**src/switch_port_ingress_control_regs.vh**
```
// register offsets, field positions and reset values of the port control bank
// assumes inclusion by bare name from the design files
`ifndef SWITCH_PORT_INGRESS_CONTROL_REGS_VH
`define SWITCH_PORT_INGRESS_CONTROL_REGS_VH

// printed register indices; byte address is four times the index
`define PHY_ADDR_IDX          8'h0F
`define PORT1_INGRESS_IDX     8'h10
`define PORT1_MONITOR_IDX     8'h11
`define PORT2_INGRESS_IDX     8'h20
`define PORT2_MONITOR_IDX     8'h21
`define PORT3_INGRESS_IDX     8'h30
`define PORT3_MONITOR_IDX     8'h31
`define TAG_MAP_LO_IDX        8'h0C
`define TAG_MAP_HI_IDX        8'h0D

// phy address register
`define PHY_ADDR_MSB          7
`define PHY_ADDR_LSB          3
`define PHY_ADDR_RST          5'h01
`define PHY_ADDR_MAX          5'h1D
`define PHY_RSVD_RST          3'h0

// ingress control fields
`define ING_STORM_BIT         7
`define ING_DIFFSERV_BIT      6
`define ING_DOT1P_BIT         5
`define ING_PORT_PRIO_MSB     4
`define ING_PORT_PRIO_LSB     3
`define ING_TAG_INSERT_BIT    2
`define ING_TAG_REMOVE_BIT    1
`define ING_TXQ_SPLIT_BIT     0
`define ING_RST               8'h00

// monitor control fields
`define MON_SNIFFER_BIT       7
`define MON_RX_SNIFF_BIT      6
`define MON_TX_SNIFF_BIT      5
`define MON_RST               8'h00

// 802.1p tag priority mapping reset values
`define TAG_MAP_LO_RST        8'h50
`define TAG_MAP_HI_RST        8'hFA

`endif

```
**src/switch_port_ingress_control_regs.v**
```verilog
// port control register bank with avalon-mm slave and per-port control outputs
// assumes one clock domain, a master that holds requests until waitrequest low,
// and a datapath that consumes the decoded per-port control levels
`include "switch_port_ingress_control_regs.vh"

// Functional notes
// - five-bit port 1 phy address in bits 7..3, legal 1..29, resets to 1
// - port 2 phy address is port 1 phy address plus one
// - each port has identical control 0 and control 1 at 0x10/0x20/0x30 and next
// - control 0 bit 7 enables broadcast storm protection on ingress
// - control 0 bit 6 enables diffserv classification of ipv4 ingress packets
// - control 0 bit 5 enables 802.1p tag priority classification
// - control 0 bits 4..3 give fallback port priority queue, reset 00
// - 802.1p and dscp results or together and override port priority
// - control 0 bit 2 inserts default vid tag on untagged egress packets
// - control 0 bit 1 strips tags from tagged egress packets
// - control 0 bit 0 splits transmit queue into four queues
// - control 1 bit 7 makes the port the sniffer port
// - 802.1p values map to two-bit priority through global mapping fields
// - receive and transmit sniff bits mark port packets as monitored
module switch_port_ingress_control_regs #(
    parameter NUM_PORTS = 3
) (
    input  wire                   clk_i,
    input  wire                   reset_i,
    // avalon-mm slave
    input  wire [9:0]             avs_address_i,
    input  wire                   avs_read_i,
    input  wire                   avs_write_i,
    input  wire [31:0]            avs_writedata_i,
    input  wire [3:0]             avs_byteenable_i,
    output wire [31:0]            avs_readdata_o,
    output wire                   avs_waitrequest_o,
    output wire [1:0]             avs_response_o,
    // phy management addresses
    output wire [4:0]             port1_phy_addr_o,
    output wire [4:0]             port2_phy_addr_o,
    // per-port decoded controls, bit n is port n+1
    output wire [NUM_PORTS-1:0]   storm_protect_en_o,
    output wire [NUM_PORTS-1:0]   diffserv_en_o,
    output wire [NUM_PORTS-1:0]   dot1p_en_o,
    output wire [NUM_PORTS-1:0]   tag_insert_en_o,
    output wire [NUM_PORTS-1:0]   tag_remove_en_o,
    output wire [NUM_PORTS-1:0]   tx_queue_four_split_enable_o,
    output wire [NUM_PORTS-1:0]   sniffer_port_o,
    output wire [NUM_PORTS-1:0]   rx_monitor_o,
    output wire [NUM_PORTS-1:0]   tx_monitor_o,
    // ingress classification request for a frame on port frame_port_i
    input  wire [1:0]             frame_port_i,
    input  wire                   frame_tagged_i,
    input  wire [2:0]             frame_tag_prio_i,
    input  wire                   frame_ipv4_i,
    input  wire [1:0]             frame_dscp_prio_i,
    output wire [1:0]             frame_prio_o,
    // egress tag decision for a frame leaving port egress_port_i
    input  wire [1:0]             egress_port_i,
    input  wire                   egress_was_tagged_i,
    output wire                   egress_add_tag_o,
    output wire                   egress_strip_tag_o,
    // monitor decision for a frame between rx and tx ports
    input  wire [1:0]             mon_rx_port_i,
    input  wire [1:0]             mon_tx_port_i,
    output wire                   mon_forward_o
);
    // =========================================================
    // functions
    // =========================================================
    // port number 1..3 to index, 0 for out-of-range
    function [1:0] port_index;
        input [1:0] port;
        begin
            if (port == 2'h0) begin
                port_index = 2'h0;
            end else begin
                port_index = port - 2'h1;
            end
        end
    endfunction

    function port_valid;
        input [1:0] port;
        begin
            port_valid = (port != 2'h0) && ({30'h0, port} <= NUM_PORTS);
        end
    endfunction

    // =========================================================
    // register storage
    // =========================================================
    reg [4:0]  phy_addr_ff;
    reg [7:0]  tag_map_lo_ff;
    reg [7:0]  tag_map_hi_ff;
    reg [7:0]  ingress_ff [0:NUM_PORTS-1];
    reg [7:0]  monitor_ff [0:NUM_PORTS-1];
    reg        ack_ff;
    reg [31:0] rdata_ff;
    reg        resp_err_ff;

    // =========================================================
    // address decode
    // =========================================================
    wire [7:0] reg_idx;
    wire       access;
    wire       wr_lane0;
    reg  [7:0] nxt_rdata;
    reg        nxt_hit;

    assign reg_idx  = avs_address_i[9:2];
    assign access   = (avs_read_i | avs_write_i) & ~ack_ff;
    assign wr_lane0 = avs_write_i & avs_byteenable_i[0] & access;

    integer k;
    always @* begin
        nxt_rdata = 8'h00;
        nxt_hit   = 1'b1;
        case (reg_idx)
            `PHY_ADDR_IDX: begin
                nxt_rdata = {phy_addr_ff, `PHY_RSVD_RST};
            end
            `TAG_MAP_LO_IDX: begin
                nxt_rdata = tag_map_lo_ff;
            end
            `TAG_MAP_HI_IDX: begin
                nxt_rdata = tag_map_hi_ff;
            end
            `PORT1_INGRESS_IDX, `PORT2_INGRESS_IDX, `PORT3_INGRESS_IDX: begin
                nxt_rdata = ingress_ff[reg_idx[5:4] - 2'h1];
            end
            `PORT1_MONITOR_IDX, `PORT2_MONITOR_IDX, `PORT3_MONITOR_IDX: begin
                nxt_rdata = monitor_ff[reg_idx[5:4] - 2'h1];
            end
            default: begin
                nxt_hit = 1'b0;
            end
        endcase
        if (nxt_hit && reg_idx[5:4] != 2'h0 && reg_idx[7:4] != 4'h0 && {28'h0, reg_idx[7:4]} > NUM_PORTS) begin
            nxt_hit   = 1'b0;
            nxt_rdata = 8'h00;
        end
    end

    // =========================================================
    // bus handshake: one wait cycle, answer on the second
    // =========================================================
    always @(posedge clk_i or posedge reset_i) begin
        if (reset_i) begin
            ack_ff      <= 1'b0;
            rdata_ff    <= 32'h0000_0000;
            resp_err_ff <= 1'b0;
        end else begin
            ack_ff      <= access;
            resp_err_ff <= access & ~nxt_hit;
            if (access && avs_read_i) begin
                rdata_ff <= {24'h00_0000, nxt_rdata};
            end
        end
    end

    assign avs_waitrequest_o = (avs_read_i | avs_write_i) & ~ack_ff;
    assign avs_readdata_o    = rdata_ff;
    assign avs_response_o    = resp_err_ff ? 2'h2 : 2'h0;

    // =========================================================
    // register writes
    // =========================================================
    wire [4:0] wr_phy;
    assign wr_phy = avs_writedata_i[`PHY_ADDR_MSB:`PHY_ADDR_LSB];

    always @(posedge clk_i or posedge reset_i) begin
        if (reset_i) begin
            phy_addr_ff   <= `PHY_ADDR_RST;
            tag_map_lo_ff <= `TAG_MAP_LO_RST;
            tag_map_hi_ff <= `TAG_MAP_HI_RST;
            for (k = 0; k < NUM_PORTS; k = k + 1) begin
                ingress_ff[k] <= `ING_RST;
                monitor_ff[k] <= `MON_RST;
            end
        end else if (wr_lane0 && nxt_hit) begin
            case (reg_idx)
                `PHY_ADDR_IDX: begin
                    // non-applicable codes are ignored, keeping a usable address
                    if (wr_phy != 5'h00 && wr_phy <= `PHY_ADDR_MAX) begin
                        phy_addr_ff <= wr_phy;
                    end
                end
                `TAG_MAP_LO_IDX: begin
                    tag_map_lo_ff <= avs_writedata_i[7:0];
                end
                `TAG_MAP_HI_IDX: begin
                    tag_map_hi_ff <= avs_writedata_i[7:0];
                end
                `PORT1_INGRESS_IDX, `PORT2_INGRESS_IDX, `PORT3_INGRESS_IDX: begin
                    ingress_ff[reg_idx[5:4] - 2'h1] <= avs_writedata_i[7:0];
                end
                `PORT1_MONITOR_IDX, `PORT2_MONITOR_IDX, `PORT3_MONITOR_IDX: begin
                    monitor_ff[reg_idx[5:4] - 2'h1] <= avs_writedata_i[7:0];
                end
                default: begin
                    phy_addr_ff <= phy_addr_ff;
                end
            endcase
        end
    end

    // =========================================================
    // decoded control levels
    // =========================================================
    assign port1_phy_addr_o = phy_addr_ff;
    assign port2_phy_addr_o = phy_addr_ff + 5'h01;

    genvar g;
    generate
        for (g = 0; g < NUM_PORTS; g = g + 1) begin : port_ctl
            assign storm_protect_en_o[g]           = ingress_ff[g][`ING_STORM_BIT];
            assign diffserv_en_o[g]                = ingress_ff[g][`ING_DIFFSERV_BIT];
            assign dot1p_en_o[g]                   = ingress_ff[g][`ING_DOT1P_BIT];
            assign tag_insert_en_o[g]              = ingress_ff[g][`ING_TAG_INSERT_BIT];
            assign tag_remove_en_o[g]              = ingress_ff[g][`ING_TAG_REMOVE_BIT];
            assign tx_queue_four_split_enable_o[g] = ingress_ff[g][`ING_TXQ_SPLIT_BIT];
            assign sniffer_port_o[g]               = monitor_ff[g][`MON_SNIFFER_BIT];
            assign rx_monitor_o[g]                 = monitor_ff[g][`MON_RX_SNIFF_BIT];
            assign tx_monitor_o[g]                 = monitor_ff[g][`MON_TX_SNIFF_BIT];
        end
    endgenerate

    // =========================================================
    // ingress classification
    // =========================================================
    wire [1:0] in_idx;
    wire       in_ok;
    wire [7:0] in_ctl;
    assign in_idx = port_index(frame_port_i);
    assign in_ok  = port_valid(frame_port_i);
    assign in_ctl = in_ok ? ingress_ff[in_idx] : `ING_RST;

    prio_classifier classifier (
        .diffserv_en_i     (in_ctl[`ING_DIFFSERV_BIT]),
        .dot1p_en_i        (in_ctl[`ING_DOT1P_BIT]),
        .port_prio_i       (in_ctl[`ING_PORT_PRIO_MSB:`ING_PORT_PRIO_LSB]),
        .tag_map_i         ({tag_map_hi_ff, tag_map_lo_ff}),
        .frame_tagged_i    (frame_tagged_i),
        .frame_tag_prio_i  (frame_tag_prio_i),
        .frame_ipv4_i      (frame_ipv4_i),
        .frame_dscp_prio_i (frame_dscp_prio_i),
        .prio_o            (frame_prio_o)
    );

    // =========================================================
    // egress tagging and monitoring
    // =========================================================
    wire [1:0] eg_idx;
    wire       eg_ok;
    wire [1:0] mrx_idx;
    wire [1:0] mtx_idx;
    assign eg_idx  = port_index(egress_port_i);
    assign eg_ok   = port_valid(egress_port_i);
    assign mrx_idx = port_index(mon_rx_port_i);
    assign mtx_idx = port_index(mon_tx_port_i);

    // tagged frames never get a second tag
    assign egress_add_tag_o   = eg_ok & ingress_ff[eg_idx][`ING_TAG_INSERT_BIT] & ~egress_was_tagged_i;
    assign egress_strip_tag_o = eg_ok & ingress_ff[eg_idx][`ING_TAG_REMOVE_BIT] & egress_was_tagged_i;
    assign mon_forward_o      = (port_valid(mon_rx_port_i) & monitor_ff[mrx_idx][`MON_RX_SNIFF_BIT])
                              | (port_valid(mon_tx_port_i) & monitor_ff[mtx_idx][`MON_TX_SNIFF_BIT]);
endmodule

```
**src/prio_classifier.v**
```verilog
// per-port ingress priority resolution
// assumes classification inputs are valid in the same cycle; purely combinational
module prio_classifier (
    input  wire        diffserv_en_i,
    input  wire        dot1p_en_i,
    input  wire [1:0]  port_prio_i,
    input  wire [15:0] tag_map_i,
    input  wire        frame_tagged_i,
    input  wire [2:0]  frame_tag_prio_i,
    input  wire        frame_ipv4_i,
    input  wire [1:0]  frame_dscp_prio_i,
    output wire [1:0]  prio_o
);
    wire       dot1p_hit;
    wire       dscp_hit;
    wire [1:0] dot1p_prio;
    wire [1:0] dscp_prio;

    assign dot1p_hit  = dot1p_en_i & frame_tagged_i;
    assign dscp_hit   = diffserv_en_i & frame_ipv4_i;
    assign dot1p_prio = dot1p_hit ? tag_map_i[{frame_tag_prio_i, 1'b0} +: 2] : 2'h0;
    assign dscp_prio  = dscp_hit ? frame_dscp_prio_i : 2'h0;
    // combined classifier result overrides the port fallback
    assign prio_o     = (dot1p_hit | dscp_hit) ? (dot1p_prio | dscp_prio) : port_prio_i;
endmodule

```
**config.mk**
```make
export PLATFORM = sky130hd
export DESIGN_NAME = switch_port_ingress_control_regs
export DESIGN_NICKNAME = d
export VERILOG_FILES = /design/src/switch_port_ingress_control_regs.v /design/src/prio_classifier.v
export VERILOG_INCLUDE_DIRS = /design/src
export SDC_FILE = /design/constraint.sdc
export NUM_CORES = 1
export LEC_CHECK = 0
export BUFFER_PORTS_ARGS = -buffer_cell sky130_fd_sc_hd__clkbuf_2
export CAP_MARGIN = 30
export CORE_ASPECT_RATIO = 0.7
export CORE_MARGIN = 3
export CORE_UTILIZATION = 45
export CTS_CLUSTER_SIZE = 24
export DETAILED_ROUTE_END_ITERATION = 8
export PLACE_DENSITY_LB_ADDON = 0.1
export SLEW_MARGIN = 40
export SYNTH_ARGS = -nofsm -noshare
export SYNTH_HDL_FRONTEND = slang
export SYNTH_SLANG_ARGS = --single-unit
```
**constraint.sdc**
```tcl
create_clock -name clk_i -period 3.6 [get_ports clk_i]
set_input_delay 1.08 -clock clk_i [delete_from_list [all_inputs] [get_ports clk_i]]
set_output_delay 1.08 -clock clk_i [all_outputs]
set_load 0.1 [all_outputs]
```
* Word level (Yosys, flattened, before mapping)
Cells that the tools add are included.
Operators by class: add/sub/neg operators 6, $lt $le $gt $ge 8, equality and inequality tests 9, shift operators 1, muxes and demuxes 35, bitwise logic cells 24, reductions and logical operators 26
Operator list (count):
- 8-bit binary-select mux with 2-bit select | 6
- 24-bit bitwise mux | 2
- 8-bit two-way mux | 6
- 8-bit one-hot mux with 5 select lines | 1
- 7-bit two-way mux | 5
- 8-bit by 6-bit equality test with 1-bit output, second input constant | 4
- 8-bit by 4-bit equality test with 1-bit output, second input constant | 3
- 8-bit demux with 2-bit select | 1
- 8-bit by 5-bit equality test with 1-bit output, second input constant | 2
- 2-bit two-way mux | 8
- 16-bit by 5-bit indexed part select with 2-bit output | 1
- 3-bit >= comparator, second input constant | 5
- 2-bit NOT with 3-bit output | 5
- 1-bit AND | 12
- 6-bit two-way mux | 2
- 2-bit nonzero test | 5
- 2-bit by 1-bit subtractor with 2-bit output, second input constant | 5
- 9-bit OR reduction | 1
- 2-bit zero test | 4
- 2-bit AND reduction | 4
- 1-bit logical AND | 7
- 3-bit two-way mux | 2
- 3-bit OR reduction | 2
- 5-bit by 1-bit adder with 5-bit output, second input constant | 1
- other kinds (10) | 15
Word-level totals: register bits after elaboration 79, output and inout port bits 77, word-level logic and storage cells 121

* Longest topological paths before layout
word-level depth 11, mapped depth 8

* Modules after synthesis
Synthesis repeated with hierarchy kept, for this count alone.
Unflattened totals: cells, all modules 390, area total of the unflattened synthesis 4744.6 um2
By module, submodules not included:
- switch_port_ingress_control_regs | times used 1, cells an instance 371, area an instance 4569.4 um2, sequential area each 1988.2 um2
- prio_classifier | times used 1, cells an instance 19, area an instance 175.2 um2, sequential area each 0.0 um2

* Worst setup path before layout
OpenSTA, ideal clock, no wires.
kind reg-to-output, start point reg phy_addr_ff[1], in the netlist port1_phy_addr_o[1], end point out port2_phy_addr_o[4], data arrival time 2.982 ns, path slack -0.462 ns, cell stages (with the launch flop) 4, path buffers 0, cells stage by stage dfrtp_1 > ha_1 > nand3_1 > xnor2_1
Between the ends: word-level cells in the longest chain between the ends 1
Ends and longest elaborated chain:
- from (decl) | line switch_port_ingress_control_regs.v:90 | reg [4:0] phy_addr_ff;
- from (signal assigned) | line switch_port_ingress_control_regs.v:171 | phy_addr_ff <= `PHY_ADDR_RST;
- from (signal assigned) | line switch_port_ingress_control_regs.v:183 | phy_addr_ff <= wr_phy;
- from (signal assigned) | line switch_port_ingress_control_regs.v:199 | phy_addr_ff <= phy_addr_ff;
- 5-bit by 1-bit adder with 5-bit output | line switch_port_ingress_control_regs.v:209 | assign port2_phy_addr_o = phy_addr_ff + 5'h01;
- to (decl) | line switch_port_ingress_control_regs.v:37 | output wire [4:0] port2_phy_addr_o,
No other way between the ends.

* Worst setup path after layout
start point in frame_tag_prio_i[2], end point out frame_prio_o[1]
Between the ends: word-level cells in the longest chain between the ends 4
Ends and longest elaborated chain:
- from (decl) | line switch_port_ingress_control_regs.v:51 | input wire [2:0] frame_tag_prio_i,
- 16-bit by 5-bit indexed part select with 2-bit output | line prio_classifier.v:21 | assign dot1p_prio = dot1p_hit ? tag_map_i[{frame_tag_prio_i, 1'b0} +: 2] : 2'h0;
- 2-bit two-way mux | line prio_classifier.v:21
- 2-bit OR | line prio_classifier.v:24 | assign prio_o = (dot1p_hit | dscp_hit) ? (dot1p_prio | dscp_prio) : port_prio_i;
- 2-bit two-way mux | line prio_classifier.v:24
- to (decl) | line switch_port_ingress_control_regs.v:54 | output wire [1:0] frame_prio_o,
No other way between the ends.

==> results.md <==
| Stage | Metric | This run |
|---|---|---|
| global route | Met3 usage in global routing | 4.25% |
| drt | Total routed wirelength | 11.4 mm |
| timing | Minimum clock period after layout | 3.53 ns |
| pwr | Worst IR Drop VDD | 0.259 mV |
| flow run | Max-Cap Viols | 0 |
| global route | Via count of the first global-routing pass | 3118 |
| layout | Area of combinational cells with multiple inputs | 2310 um2 |
| synthesis | Largest cells by area after synthesis | dfrtp_1 37%, mux2_2 22%, buf_4 8.8% |
| placement | Final HPWL DP | 8.46 mm |
| layout | Fraction of layout instances using a drive strength above 1 | 54.8% |
| layout | Flip-flop and latch area | 1990 um2 |
| layout | N_diodes | 0 |
| layout | Fillers | 901 |
| worst setup path | Data arrival time at the worst-slack endpoint | 2.45 ns |
| global route | GR peak layer | met1 |
| timing | Highest attainable clock frequency | 283 MHz |
| clocking | Clock slew at reported path FFs | 0.06 ns |
| hold path | Hold path start | monitor_ff[4] |
| floorplanning | Core Box Area | 9950 um2 |
| floorplanning | Die Span X | 128 um |
| pwr | Total power per unit cell area | 441 nW/um2 |
| global route | Remaining Overflow, GRT | 0 |
| timing | Pins over their slew limit | 0 |
| synthesis | Area share of the largest cell type after synthesis | 37.2% |
| drt | Count of unresolved DRC violations after routing | 0 |
| synthesis | Cells after synthesis | 382 |
| clocking | Buffers inserted by post-CTS timing repair | 0 |
| floorplanning | Top-Level Pins | 143 |
| pwr | Leak pwr | 2.66 nW |
| layout | Layout overhead on the synthesized area | 13.6% |
| clocking | Clock tree from TritonCTS | done |
| worst setup path | Critical path launch point type | input pin |
| floorplanning | Starting Density | 47.4% |
| timing | Period utilisation layout | 98.2% |
| clocking | Number of levels the H-tree was split into | 3 |
| drt | Routed length per placed instance | 19.9 um |
| clocking | Post-cts resize count | 0 |
| clocking | Clock tree root driver cell | clkbuf_16 |
| drt | Via/cell ratio | 5.57 |
| global route | Global-route wire length before repair | 17.8 mm |
| worst setup path | Logic depth of the worst register-to-register path | 4 |
| clocking | CTS buffer count | 9 |
| worst setup path | Launch instance of the worst register-to-register path | ack_ff |
| worst setup path | Biggest fanout along the worst timing path | 3 |
| timing | Actual transition at the worst max-transition pin | 0.639 ns |
| global route | Maximum number of pins on one net before global-route repair | 80 |
| floorplanning | Y dimension of the die | 91.6 um |
| clocking | Skew-Pair Late Insertion Delay | 0.33 ns |
| synthesis | Share of synthesized area occupied by flip-flops and latches | 42.2% |
| hold path | Worst min-delay path class | flip-flop to flip-flop |
| synthesis | Seq cells post-synth | 79 |
| placement | Routability cong. | 0.807 |
| clocking | Max Buffers Root-to-Sink | 2 |
| placement | Count of input and output buffers | 88 |
| hold path | Cells on Worst Hold Path | 1 |
| clocking | Count of hold buffers inserted by post-cts repair | 0 |
| global route | Global routing usage summed across all routing layers | 20.0% |
| worst setup path | Critical Path Start | frame_tag_prio_i[2] |
| floorplanning | Row Count | 30 |
| global route | Met2 track demand over resource | 29.2% |
| synthesis | Library cells used by synthesis | 55 |
| synthesis | Cell type contributing the most total cell area after synthesis | dfrtp_1 |
| drt | Initial drt markers | 178 |
| timing | Setup violators final | 0 |
| timing | Number of hold violations in the final report | 0 |
| clocking | Number of clock sinks seen by CTS | 79 |
| pwr | Total power | 0.00236 W |
| run status | Run status | complete, no violations |
| synthesis | Synthesized area divided by synthesized cell count | 12.3 um2 |
| worst setup path | Element type at the critical path end | output pin |
| drt | Via Count | 3191 |
| layout | Number of nets in the layout | 513 |
| drt | Number of iterations in the first detailed-routing pass | 4 |
| placement | Total placed instance area | 5030 um2 |
| synthesis | Syn. warnings | 0 |
| layout | Non-Filler Cell Area, Final | 5350 um2 |
| synthesis | Netlist area before placement | 4710 um2 |
| timing | Worst slew margin relative to its limit | 57.3% |
| floorplanning | Die Footprint | 11800 um2 |
| drt | Post-detailed-route count of antenna-violating nets | 0 |
| worst setup path | Type of the worst setup path | input pin to output pin |
| worst setup path | Data required time at the worst endpoint | 2.52 ns |
| global route | Met1 Use GR | 30.3% |
| timing | Worst clock skew | 0.00392 ns |
| timing | Post-route setup TNS | 0 ns |
| global route | Number of antenna violations at the first check in global routing | 0 |
[area by class of cell]
cell class	instances	share of cell area, %
clock buffers	10	4.28
clock inverters	6	1.59
inverters	9	0.631
multi-input cells	245	43.2
flip-flops and latches	79	37.1
well taps	128	2.99
repair buffers	96	10.1
[logic make-up after synthesis]
group                      Yosys count  share of synthesized area (%)
adders and majority gates            7                           1.86
other                                1                         0.0796
buffers and inverters               82                           11.5
DFF                                 79                           42.2
muxes                              107                           27.3
xor gates and xnor gates             3                          0.558
and+or+nand+nor                     53                           8.05
AOI/OAI and AO/OA                   50                           8.42
[synthesized netlist by cell type, drive strengths merged]
master,number
mux2,93
dfrtp,70
buf,63
a22oi,17
clkbuf,10
dfstp,9
inv,9
nand2,9
nor2,9
mux4,8
ha,7
mux2i,6
nand4b,6
nand3,5
nor2b,5
and3,4
o22a,4
a21oi,3
a221oi,3
a22o,3
a31oi,3
o221ai,3
a2111oi,2
a31o,2
and2,2
and4b,2
nor3,2
nor4,2
o2111ai,2
o21ai,2
o32ai,2
o41ai,2
xnor2,2
and3b,1
and4bb,1
conb,1
nand2b,1
nand4,1
o211ai,1
o32a,1
or2,1
or3,1
or4,1
xor2,1
[metrics by stage]
| step | setup slack (ns) | hold WS [ns] | instances | utilization [%] |
|---|---|---|---|---|
| final | 0.0653 | 0.502 | 573 | 53.8 |
| after global routing | -0.00628 | 0.518 | 573 | 53.8 |
| after CTS | 0.0296 | 0.505 | 573 | 53.7 |
| after detailed placement | 0.0306 | 0.491 | 557 | 50.6 |
| after global placement | 0.0295 | 0.483 | 557 | 50.6 |
| after floorplan | -0.128 | 0.474 | 406 | - |
[report_power, final]
| group | switching (W) | total [W] | internal (W) |
|---|---|---|---|
| Sequential | 0.0000194 | 0.000934 | 0.000914 |
| Combinational | 0.000382 | 0.000471 | 0.0000892 |
| Clock | 0.000351 | 0.000956 | 0.000604 |
[final timing paths]
path,endpoint,slack (ns)
max in group asynchronous,tag_map_hi_ff[3],2.43
worst min-delay path,monitor_ff[4],0.50
worst max register to register,sniffer_port_o[2],1.50
min in group asynchronous,sniffer_port_o[2],0.82
worst min register to register,monitor_ff[4],0.50
worst max-delay path,frame_prio_o[1],0.07
[sequential cells by signal, summed over array words and instances, names as in the netlist, 5 cells and up]
register,cells
port1_phy_addr_o,5
tag_map_hi_ff,8
ingress_ff,6
tag_map_lo_ff,8
avs_readdata_o,8
monitor_ff,15
[worst max-delay path, cell delays in order]
cell	delay, ns
clkbuf_2	0.13
mux4_2	0.49
mux2_2	0.33
a22oi_2	0.15
nand2_2	0.09
buf_12	0.17
[layout by cell type (no fill, tap or decap), types with 6 or more instances in the layout]
cell	n
a22oi_1	15
buf_4	7
clkbuf_16	9
clkbuf_2	86
conb_1	25
dfrtp_1	70
dfstp_2	9
ha_1	7
inv_1	8
mux2_2	92
mux2i_1	6
mux4_2	8
nand4b_1	6
nor2_1	8
[per-layer routing]
layer,share of wire (%),wire length [um],vias up
met5,0,0,-
met1,49,5630,1637
met3,4.9,553,9
li1,-,-,1455
met4,0.95,108,0
met2,45,5100,90
Power figures use the tool's default switching activity.
